===== src/rtl/ptp_pkg.sv =====
// Shared constants and types for the timing-port delay and receive-parse block
package ptp_pkg;
  localparam logic [15:0]  OFS_BANK_SEL  = 16'h0154;
  localparam logic [15:0]  OFS_RX_PARSE  = 16'h0158;
  localparam logic [15:0]  OFS_ASYM_PEER = 16'h015C;
  localparam logic [15:0]  OFS_CAP_INFO  = 16'h0160;
  localparam logic [15:0]  OFS_CMD_CTL   = 16'h0164;
  localparam logic [15:0]  OFS_EVT_CLR   = 16'h0168;

  localparam logic [2:0]   BANK_GENERAL  = 3'h0;
  localparam logic [2:0]   BANK_RX       = 3'h1;
  localparam logic [1:0]   NUM_PORTS     = 2'h3;

  localparam logic [31:0]  BANK_SEL_MASK = 32'h0000_0737;
  localparam logic [31:0]  BANK_SEL_RST  = 32'h0000_0000;
  localparam logic [31:0]  PARSE_MASK    = 32'h0000_7818;
  localparam logic [31:0]  PARSE_RST     = 32'h0000_7018;
  localparam logic [31:0]  ASYM_PEER_RST = 32'h0000_0000;
  localparam logic [2:0]   CNT_RST       = 3'h0;
  localparam logic [2:0]   CNT_MAX       = 3'h7;

  localparam int           BIT_L2_PEER   = 14;
  localparam int           BIT_L2_GEN    = 13;
  localparam int           BIT_IP_PRI    = 12;
  localparam int           BIT_IP_ALT1   = 11;
  localparam int           BIT_IP_CHK    = 4;
  localparam int           BIT_MAC_CHK   = 3;
  localparam int           RX_CNT_LSB    = 0;
  localparam int           TX_CNT_LSB    = 4;

  localparam logic [47:0]  MAC_L2_PEER   = 48'h0180_C200_000E;
  localparam logic [47:0]  MAC_L2_GEN    = 48'h011B_1900_0000;
  localparam logic [47:0]  MAC_V4_PRI    = 48'h0100_5E00_0181;
  localparam logic [47:0]  MAC_V4_ALT1   = 48'h0100_5E00_0182;
  localparam logic [47:0]  MAC_V6_PRI    = 48'h3333_0000_0181;
  localparam logic [47:0]  MAC_V6_ALT1   = 48'h3333_0000_0182;
  localparam logic [31:0]  IP4_PRI       = 32'hE000_0181;
  localparam logic [31:0]  IP4_ALT1      = 32'hE000_0182;
  localparam logic [11:0]  IP6_HEAD      = 12'hFF0;
  localparam logic [111:0] IP6_PRI_TAIL  = 112'h181;
  localparam logic [111:0] IP6_ALT1_TAIL = 112'h182;

  typedef enum logic [1:0] {
    KIND_OTHER = 2'b00,
    KIND_L2    = 2'b01,
    KIND_IPV4  = 2'b10,
    KIND_IPV6  = 2'b11
  } ptp_kind_t;

  typedef struct packed {
    logic         valid;
    logic [1:0]   port;
    ptp_kind_t    kind;
    logic [47:0]  dmac;
    logic [127:0] ip_dest;
  } ptp_rx_frame_t;
endpackage


===== src/rtl/ptp_dly_mem.sv =====
// Per-port asymmetry and peer delay words with two registered read ports
`timescale 1ns/1ps
module ptp_dly_mem
  import ptp_pkg::*;
(
  input  wire logic        clk_i,
  input  wire logic        rst_i,
  input  wire logic        we_i,
  input  wire logic [1:0]  waddr_i,
  input  wire logic [31:0] wdata_i,
  input  wire logic [3:0]  wbe_i,
  input  wire logic [1:0]  raddr_a_i,
  output logic      [31:0] rdata_a_o,
  input  wire logic [1:0]  raddr_b_i,
  output logic      [31:0] rdata_b_o
);
  logic [31:0] mem [4];

  always_ff @(posedge clk_i)
  begin
    if (rst_i)
    begin
      for (int i = 0; i < 4; i++)
      begin
        mem[i] <= ASYM_PEER_RST;
      end
    end
    else if (we_i)
    begin
      for (int b = 0; b < 4; b++)
      begin
        if (wbe_i[b])
        begin
          mem[waddr_i][8*b +: 8] <= wdata_i[8*b +: 8];
        end
      end
    end
  end

  always_ff @(posedge clk_i)
  begin
    if (rst_i)
    begin
      rdata_a_o <= ASYM_PEER_RST;
      rdata_b_o <= ASYM_PEER_RST;
    end
    else
    begin
      rdata_a_o <= mem[raddr_a_i];
      rdata_b_o <= mem[raddr_b_i];
    end
  end
endmodule


===== src/rtl/ptp_port_delay_parse.sv =====
// Timing-port delay settings, stamp counts and receive-parse matching
`timescale 1ns/1ps
module ptp_port_delay_parse
(
  input  wire logic                   CLK_SYS_I,
  input  wire logic                   RST_I,
  input  wire logic [15:0]            WB_ADR_I,
  input  wire logic [31:0]            WB_DAT_I,
  output logic      [31:0]            WB_DAT_O,
  input  wire logic [3:0]             WB_SEL_I,
  input  wire logic                   WB_WE_I,
  input  wire logic                   WB_CYC_I,
  input  wire logic                   WB_STB_I,
  output logic                        WB_ACK_O,
  input  wire ptp_pkg::ptp_rx_frame_t RX_FRAME_I,
  input  wire logic                   TX_SENT_I,
  input  wire logic [1:0]             TX_PORT_I,
  input  wire logic [1:0]             DLY_PORT_I,
  output logic signed [15:0]          DLY_ASYM_O,
  output logic      [15:0]            DLY_PEER_O,
  output logic                        RX_MATCH_O,
  output logic                        TIMING_ENABLE_O
);
  import ptp_pkg::*;

  logic        pend;
  logic        ack;
  logic        wr;
  logic [31:0] bank_sel;
  logic [2:0]  bank;
  logic [1:0]  port;
  logic        port_ok;
  logic [31:0] parse [3];
  logic [2:0]  rx_cnt [3];
  logic [2:0]  tx_cnt [3];
  logic [2:0]  rx_inc;
  logic [2:0]  tx_inc;
  logic [2:0]  rx_dec;
  logic [2:0]  tx_dec;
  logic        cmd_en;
  logic        mem_we;
  logic [31:0] mem_rd_a;
  logic [31:0] mem_rd_b;
  logic [31:0] cfg;
  logic        mac_ok;
  logic        ip_ok;
  logic        rx_hit;

  function automatic logic [31:0] wmask(input logic [31:0] old, input logic [31:0] nw,
                                        input logic [3:0] be);
    logic [31:0] r;
    r = old;
    for (int b = 0; b < 4; b++)
    begin
      if (be[b])
      begin
        r[8*b +: 8] = nw[8*b +: 8];
      end
    end
    return r;
  endfunction

  function automatic logic [2:0] step(input logic [2:0] c, input logic up, input logic dn);
    logic [2:0] r;
    r = c;
    if (up && !dn && c != CNT_MAX)
    begin
      r = c + 3'h1;
    end
    else if (dn && !up && c != CNT_RST)
    begin
      r = c - 3'h1;
    end
    return r;
  endfunction

  function automatic logic v6_hit(input logic [127:0] ip, input logic [111:0] tail);
    return {ip[127:116], ip[111:0]} == {IP6_HEAD, tail};
  endfunction

  assign bank     = bank_sel[2:0];
  assign port     = bank_sel[5:4];
  assign port_ok  = port < NUM_PORTS;
  assign wr       = pend && WB_WE_I;
  assign WB_ACK_O = ack;
  assign TIMING_ENABLE_O = cmd_en;

  // Request taken one edge after it appears, answered on the next
  always_ff @(posedge CLK_SYS_I)
  begin
    if (RST_I)
    begin
      pend <= 1'b0;
      ack  <= 1'b0;
    end
    else
    begin
      pend <= WB_CYC_I && WB_STB_I && !pend && !ack;
      ack  <= pend;
    end
  end

  always_ff @(posedge CLK_SYS_I)
  begin
    if (RST_I)
    begin
      bank_sel <= BANK_SEL_RST;
    end
    else if (wr && WB_ADR_I == OFS_BANK_SEL)
    begin
      bank_sel <= wmask(bank_sel, WB_DAT_I, WB_SEL_I) & BANK_SEL_MASK;
    end
  end

  always_ff @(posedge CLK_SYS_I)
  begin
    if (RST_I)
    begin
      cmd_en <= 1'b0;
    end
    else if (wr && WB_ADR_I == OFS_CMD_CTL && WB_SEL_I[0])
    begin
      cmd_en <= WB_DAT_I[0];
    end
  end

  always_ff @(posedge CLK_SYS_I)
  begin
    if (RST_I)
    begin
      for (int p = 0; p < 3; p++)
      begin
        parse[p] <= PARSE_RST;
      end
    end
    else if (wr && WB_ADR_I == OFS_RX_PARSE && bank == BANK_RX && port_ok)
    begin
      parse[port] <= wmask(parse[port], WB_DAT_I, WB_SEL_I) & PARSE_MASK;
    end
  end

  assign mem_we = wr && WB_ADR_I == OFS_ASYM_PEER && bank == BANK_GENERAL && port_ok;

  ptp_dly_mem u_mem (
    .clk_i     (CLK_SYS_I),
    .rst_i     (RST_I),
    .we_i      (mem_we),
    .waddr_i   (port),
    .wdata_i   (WB_DAT_I),
    .wbe_i     (WB_SEL_I),
    .raddr_a_i (port),
    .rdata_a_o (mem_rd_a),
    .raddr_b_i (DLY_PORT_I),
    .rdata_b_o (mem_rd_b)
  );

  // Positive asymmetry: master-to-slave path is the longer one
  assign DLY_ASYM_O = $signed(mem_rd_b[31:16]);
  assign DLY_PEER_O = mem_rd_b[15:0];

  always_ff @(posedge CLK_SYS_I)
  begin
    if (RST_I)
    begin
      WB_DAT_O <= 32'h0000_0000;
    end
    else if (pend)
    begin
      WB_DAT_O <= 32'h0000_0000;
      case (WB_ADR_I)
        OFS_BANK_SEL:  WB_DAT_O <= bank_sel;
        OFS_RX_PARSE:  WB_DAT_O <= (bank == BANK_RX && port_ok) ? parse[port] : 32'h0000_0000;
        OFS_ASYM_PEER: WB_DAT_O <= (bank == BANK_GENERAL && port_ok) ? mem_rd_a : 32'h0000_0000;
        OFS_CAP_INFO:
          if (bank == BANK_GENERAL && port_ok)
          begin
            WB_DAT_O <= {25'h0, tx_cnt[port], 1'b0, rx_cnt[port]};
          end
        OFS_CMD_CTL:   WB_DAT_O <= {31'h0, cmd_en};
        default:       WB_DAT_O <= 32'h0000_0000;
      endcase
    end
  end

  // Receive parse against the enabled well-known destinations
  always_comb
  begin
    cfg    = (RX_FRAME_I.port < NUM_PORTS) ? parse[RX_FRAME_I.port] : 32'h0000_0000;
    mac_ok = 1'b0;
    ip_ok  = 1'b0;
    case (RX_FRAME_I.kind)
      KIND_L2:
      begin
        mac_ok = !cfg[BIT_MAC_CHK]
               || (cfg[BIT_L2_PEER] && RX_FRAME_I.dmac == MAC_L2_PEER)
               || (cfg[BIT_L2_GEN] && RX_FRAME_I.dmac == MAC_L2_GEN);
        ip_ok  = 1'b1;
      end
      KIND_IPV4:
      begin
        mac_ok = !cfg[BIT_MAC_CHK]
               || (cfg[BIT_IP_PRI] && RX_FRAME_I.dmac == MAC_V4_PRI)
               || (cfg[BIT_IP_ALT1] && RX_FRAME_I.dmac == MAC_V4_ALT1);
        ip_ok  = !cfg[BIT_IP_CHK]
               || (cfg[BIT_IP_PRI] && RX_FRAME_I.ip_dest[31:0] == IP4_PRI)
               || (cfg[BIT_IP_ALT1] && RX_FRAME_I.ip_dest[31:0] == IP4_ALT1);
      end
      KIND_IPV6:
      begin
        mac_ok = !cfg[BIT_MAC_CHK]
               || (cfg[BIT_IP_PRI] && RX_FRAME_I.dmac == MAC_V6_PRI)
               || (cfg[BIT_IP_ALT1] && RX_FRAME_I.dmac == MAC_V6_ALT1);
        ip_ok  = !cfg[BIT_IP_CHK]
               || (cfg[BIT_IP_PRI] && v6_hit(RX_FRAME_I.ip_dest, IP6_PRI_TAIL))
               || (cfg[BIT_IP_ALT1] && v6_hit(RX_FRAME_I.ip_dest, IP6_ALT1_TAIL));
      end
      default:
      begin
        mac_ok = 1'b0;
        ip_ok  = 1'b0;
      end
    endcase
    rx_hit = RX_FRAME_I.valid && cmd_en && RX_FRAME_I.port < NUM_PORTS && mac_ok && ip_ok;
  end

  always_ff @(posedge CLK_SYS_I)
  begin
    if (RST_I)
    begin
      RX_MATCH_O <= 1'b0;
    end
    else
    begin
      RX_MATCH_O <= rx_hit;
    end
  end

  // Write-one on the event-clear lanes releases one pending stamp per port
  always_comb
  begin
    for (int p = 0; p < 3; p++)
    begin
      rx_inc[p] = rx_hit && RX_FRAME_I.port == p[1:0];
      tx_inc[p] = TX_SENT_I && TX_PORT_I == p[1:0];
      rx_dec[p] = wr && WB_ADR_I == OFS_EVT_CLR && WB_SEL_I[0] && WB_DAT_I[RX_CNT_LSB + p];
      tx_dec[p] = wr && WB_ADR_I == OFS_EVT_CLR && WB_SEL_I[0] && WB_DAT_I[TX_CNT_LSB + p];
    end
  end

  always_ff @(posedge CLK_SYS_I)
  begin
    if (RST_I)
    begin
      for (int p = 0; p < 3; p++)
      begin
        rx_cnt[p] <= CNT_RST;
        tx_cnt[p] <= CNT_RST;
      end
    end
    else
    begin
      for (int p = 0; p < 3; p++)
      begin
        rx_cnt[p] <= step(rx_cnt[p], rx_inc[p], rx_dec[p]);
        tx_cnt[p] <= step(tx_cnt[p], tx_inc[p], tx_dec[p]);
      end
    end
  end
endmodule


===== config.mk =====
export PLATFORM = sky130hd
export DESIGN_NAME = ptp_port_delay_parse
export DESIGN_NICKNAME = d
export VERILOG_FILES = /design/src/rtl/ptp_pkg.sv /design/src/rtl/ptp_dly_mem.sv /design/src/rtl/ptp_port_delay_parse.sv
export SDC_FILE = /design/constraint.sdc
export NUM_CORES = 1
export LEC_CHECK = 0
export ABC_AREA = 1
export BUFFER_PORTS_ARGS = -buffer_cell sky130_fd_sc_hd__buf_2
export CAP_MARGIN = 25
export CORE_ASPECT_RATIO = 1.1
export CORE_MARGIN = 2
export CORE_UTILIZATION = 59
export DETAILED_ROUTE_END_ITERATION = 10
export PLACE_DENSITY = 0.93
export SYNTH_ARGS = -nofsm -noshare
export SYNTH_HDL_FRONTEND = slang
export SYNTH_SLANG_ARGS = --single-unit
export TNS_END_PERCENT = 5

===== constraint.sdc =====
create_clock -name CLK_SYS_I -period 6.17 [get_ports CLK_SYS_I]
set_input_delay 1.234 -clock CLK_SYS_I [delete_from_list [all_inputs] [get_ports CLK_SYS_I]]
set_output_delay 1.234 -clock CLK_SYS_I [all_outputs]
set_load 0.005 [all_outputs]

==> results list <==
- Final setup TNS: 0 ns
* Post-detailed-route wirelength per cell: 18.8 um
- Fmax: around 0.26 GHz
- Required time at the endpoint of the critical path: between 6 and 7 ns
* Worst VDD drop: ~0.23 mV
* Number of buffers inserted by hold repair at cts: 0
* Top-area cell type share of the netlist area: 34.0%
- Placeable core region: roughly 0.022 sq mm
- Once layout is complete, the utilization of the core stands at between 70 and 80%.
- CTS tree: yes
* Placed instance area: between 0.015 and 0.02 sq mm
* Post-route design area: 0.0160 sq mm
- STA classifies the critical path startpoint as a flip-flop.
- Entering global routing, the biggest net connects 84 pins.
- Yosys mapped a number of flops with a built-in enable equal to about 150.
- Number of rows created at floorplan: 57
- HPWL after detailed placement: ~28000 um
- Clock period minus final worst setup slack: ~3.9 ns
* Clock latency reported for the late side of the worst-skew pair: between 0.5 and 0.6 ns
- Critical path arrival: approximately 4.0 ns
* Register clock-pin slew on the reported worst setup and hold paths: approximately 0.06 ns
* Number of top-level pins: 310
- Port bufs: 305
- Effective utilization at floorplan: 60.5%
- Before antenna repair, the detailed router went through 9 iterations.
* Final-layout fill cell count: ~1.5k
* Worst setup timing slack at the placement stage: 1.97 ns
* Max Slew Vio Count: 0
- The floorplan step set the die width to between 100 and 150 um.
- Max Clock Skew: 0.0126 ns
- For met2 alone, demand over resource in global routing was 58.2%.
- For this run, the number of Yosys warnings is 0.
- Broken down by cell family, the worst path's largest delay share belongs to simple AND/OR/NAND/NOR gates.
- Worst setup EP type: flip-flop
* Slew at the pin closest to its max-slew limit: 1.00 ns
* Total Routing Usage GR: between 30% and 40%
- Setup repair after global routing left no endpoint under its margin.
- Counting both buffers and inverters, the worst setup path holds a total of 1.
* Maximum Capacitance Violations: 0
* Distinct cells, synth: 48
- The tree built by TritonCTS fans out to 280 sinks.
- Number of buffers inserted during clock tree synthesis: 26
- Cells with a size suffix above 1 make up slightly above 20% of the layout.
- Summed over all cells, the static leakage comes to 6.99 nW.
* Layout net count: around 2.1k
* Area added between synthesis and finish: 19.5%
- Pwr per Cell Area: between 200 and 250 mW/mm^2
* Final worst-path cycle share: roughly 62%
* Total via count in the routed design: roughly 13k
- Global routing consumed, on the met3 layer, 5.90% of the routing resources.
- Setup violations remaining at the end of the flow were counted as 0.
- The initial antenna violation count was 1.
- Most Crowded Layer GR: met2
* Synthesis-stage register bit count: 280
- The multi-input combinational cells in the finished layout cover a total of 0.00533 sq mm.
* Clock root buffer master: sky130_fd_sc_hd__clkbuf_16
- Largest cells by area after synthesis: sky130_fd_sc_hd__edfxtp_1 34%, sky130_fd_sc_hd__dfxtp_1 19%, sky130_fd_sc_hd__nor2_1 10%, sky130_fd_sc_hd__nand2_1 7.3%, sky130_fd_sc_hd__inv_1 5.1%
- In this run the worst hold path is classified as flip-flop to flip-flop.
- Post-Syn Area: about 0.013 sq mm
- Maximum number of buffers from clock root to sink: 3
* Wire length of the first global-routing pass: around 63000 um
- Status: finished clean
- Number of resized instances in the post-cts repair step: 0
- Avg Cell Area, Syn: 8.34 sq um
- After detailed routing, the number of remaining DRC violations is 0.
- The biggest area contributor in the post-synthesis netlist is sky130_fd_sc_hd__edfxtp_1.
* Sequential cell area: about 0.0071 sq mm
- Remaining Overflow, GRT: 0
* Sequential-to-total area share from yosys stat: ~53%
* Buffers inserted by post-CTS timing repair: 0
* Fraction of registers with async set/reset: 0%
* Crit Path Class: flip-flop to flip-flop
- The number of global-route vias before repair was 12.4k.
* Count of H-tree levels built during CTS: 1
- Among the stages of the critical path, the cell type that occurs most often is sky130_fd_sc_hd__nand3_2.
* Final WL: ~41000 um
* Critical path's largest stage delay: roughly 0.61 ns
* Global placer's final weighted congestion: 0.961
- Primary FF master, synth: sky130_fd_sc_hd__edfxtp_1
- Along the worst path, the maximum fanout reaches 27.
- After the first detailed-routing iteration, the DRC count stood at around 2.2k.
* Per-cell via count in the routed design: around 6
- In the post-route analysis, the smallest setup slack over all paths is 2.32 ns.
- Critical path cell sequence: nand2_2 -> nand4_2 -> nor3_2 -> nand3_2 -> nor2_1 -> nand3_1 -> nand3b_1 -> a31oi_2 -> clkinv_2 -> nand3_2 -> nand2_1
* Post-Syn Instances: around 1.6k
* Chip height: 162 um
- The die covers about 0.024 sq mm.
* Final Hold Vio Count: 0
* Slowest library cell on the worst path: sky130_fd_sc_hd__nand2_2
- Worst max-slew margin expressed relative to the limit: about a third
- Commonest non-fill, non-tap cell in the layout: sky130_fd_sc_hd__nor2_1
- The count of nets left with antenna violations once routing finished came out at 0.
- GRT met1 Usage: approximately two fifths
- Leaving out fill and tap cells, the most frequent cells in the layout are 368 x sky130_fd_sc_hd__nor2_1, 304 x sky130_fd_sc_hd__buf_2, 262 x sky130_fd_sc_hd__nand2_1.
* Worst hold slack after final layout: around 0.43 ns
## metal layers
layer  wire length, um  up-vias  share of wire (%)
li1                  -     5942                  -
met1             13500     5982                 33
met2             20200     1099                 49
met3              5520      189                 13
met4              2170        0                5.2
met5                 0        -                  0
## through the flow
step / cells / power, mW
floorplan: 1614 / 2.24
global placement: 2157 / 2.38
detailed placement: 2158 / 2.40
CTS: 2205 / 3.97
global route: 2207 / 4.09
finish: 2207 / 3.99
## sequential cells by signal, indices dropped and copies added (netlist names), named ones only
register and cells:
pend 1, u_mem.rdata_b_o 32, bank_sel 8, WB_ACK_O 1, parse 24, tx_cnt 9, u_mem.rdata_a_o 32, u_mem.mem 128
TIMING_ENABLE_O 1, RX_MATCH_O 1, WB_DAT_O 32, rx_cnt 9
## synthesized netlist by cell type (3+ instances only)
cell	count
sky130_fd_sc_hd__clkinv_1	3
sky130_fd_sc_hd__clkbuf_1	48
sky130_fd_sc_hd__a22oi_1	4
sky130_fd_sc_hd__o21ai_0	115
sky130_fd_sc_hd__nor2_1	372
sky130_fd_sc_hd__a32oi_1	5
sky130_fd_sc_hd__nand3_2	4
sky130_fd_sc_hd__inv_2	6
sky130_fd_sc_hd__buf_2	6
sky130_fd_sc_hd__nor2_2	4
sky130_fd_sc_hd__nor3_1	21
sky130_fd_sc_hd__a32o_1	23
sky130_fd_sc_hd__inv_1	183
sky130_fd_sc_hd__a21oi_1	79
sky130_fd_sc_hd__edfxtp_1	152
sky130_fd_sc_hd__nand3b_1	3
sky130_fd_sc_hd__nand4_1	13
sky130_fd_sc_hd__nand3_1	53
sky130_fd_sc_hd__a221oi_1	34
sky130_fd_sc_hd__o311ai_0	4
sky130_fd_sc_hd__nand4_2	3
sky130_fd_sc_hd__dfxtp_1	128
sky130_fd_sc_hd__nand3_4	10
sky130_fd_sc_hd__buf_1	11
sky130_fd_sc_hd__o211ai_1	29
sky130_fd_sc_hd__fa_1	6
sky130_fd_sc_hd__nand2_1	262
## cells by family after synthesis
logic type                 count (synthesis)  synth area share, %
other                                      1               0.0279
DFF                                      280                 53.1
and+or+nand+nor                          758                 24.2
AOI/OAI and AO/OA                        305                 14.3
adders and majority gates                  6                0.895
buffers and inverters                    259                 7.43
## power breakdown
| group | switching [mW] | leakage [nW] | internal [mW] |
|---|---|---|---|
| Sequential | 0.0291 | 2.55 | 2.02 |
| Combinational | 0.207 | 4.03 | 0.123 |
| Clock | 0.694 | 0.402 | 0.924 |
| Total | 0.930 | 6.99 | 3.06 |
## worst paths after layout
path,depth (start not counted),endpoint,slack (ns),start
worst max-delay path,11,u_mem.mem[2][9],2.32,bank_sel[5]
worst min register to register,1,pend,0.43,WB_ACK_O
worst min-delay path,1,pend,0.43,WB_ACK_O
worst max register to register,11,u_mem.mem[2][9],2.32,bank_sel[5]
## cell type report
class	instances	share of cell area [%]
Timing Repair Buffer	316	10.3
Clock buffer	35	4.40
Sequential cell	280	44.4
Antenna cell	1	0.0156
Tap cell	295	2.30
Multi-Input combinational cell	1075	33.2
Clock inverter	12	0.811
Inverter	193	4.52
Note: power is estimated with default switching activity, not from simulation.
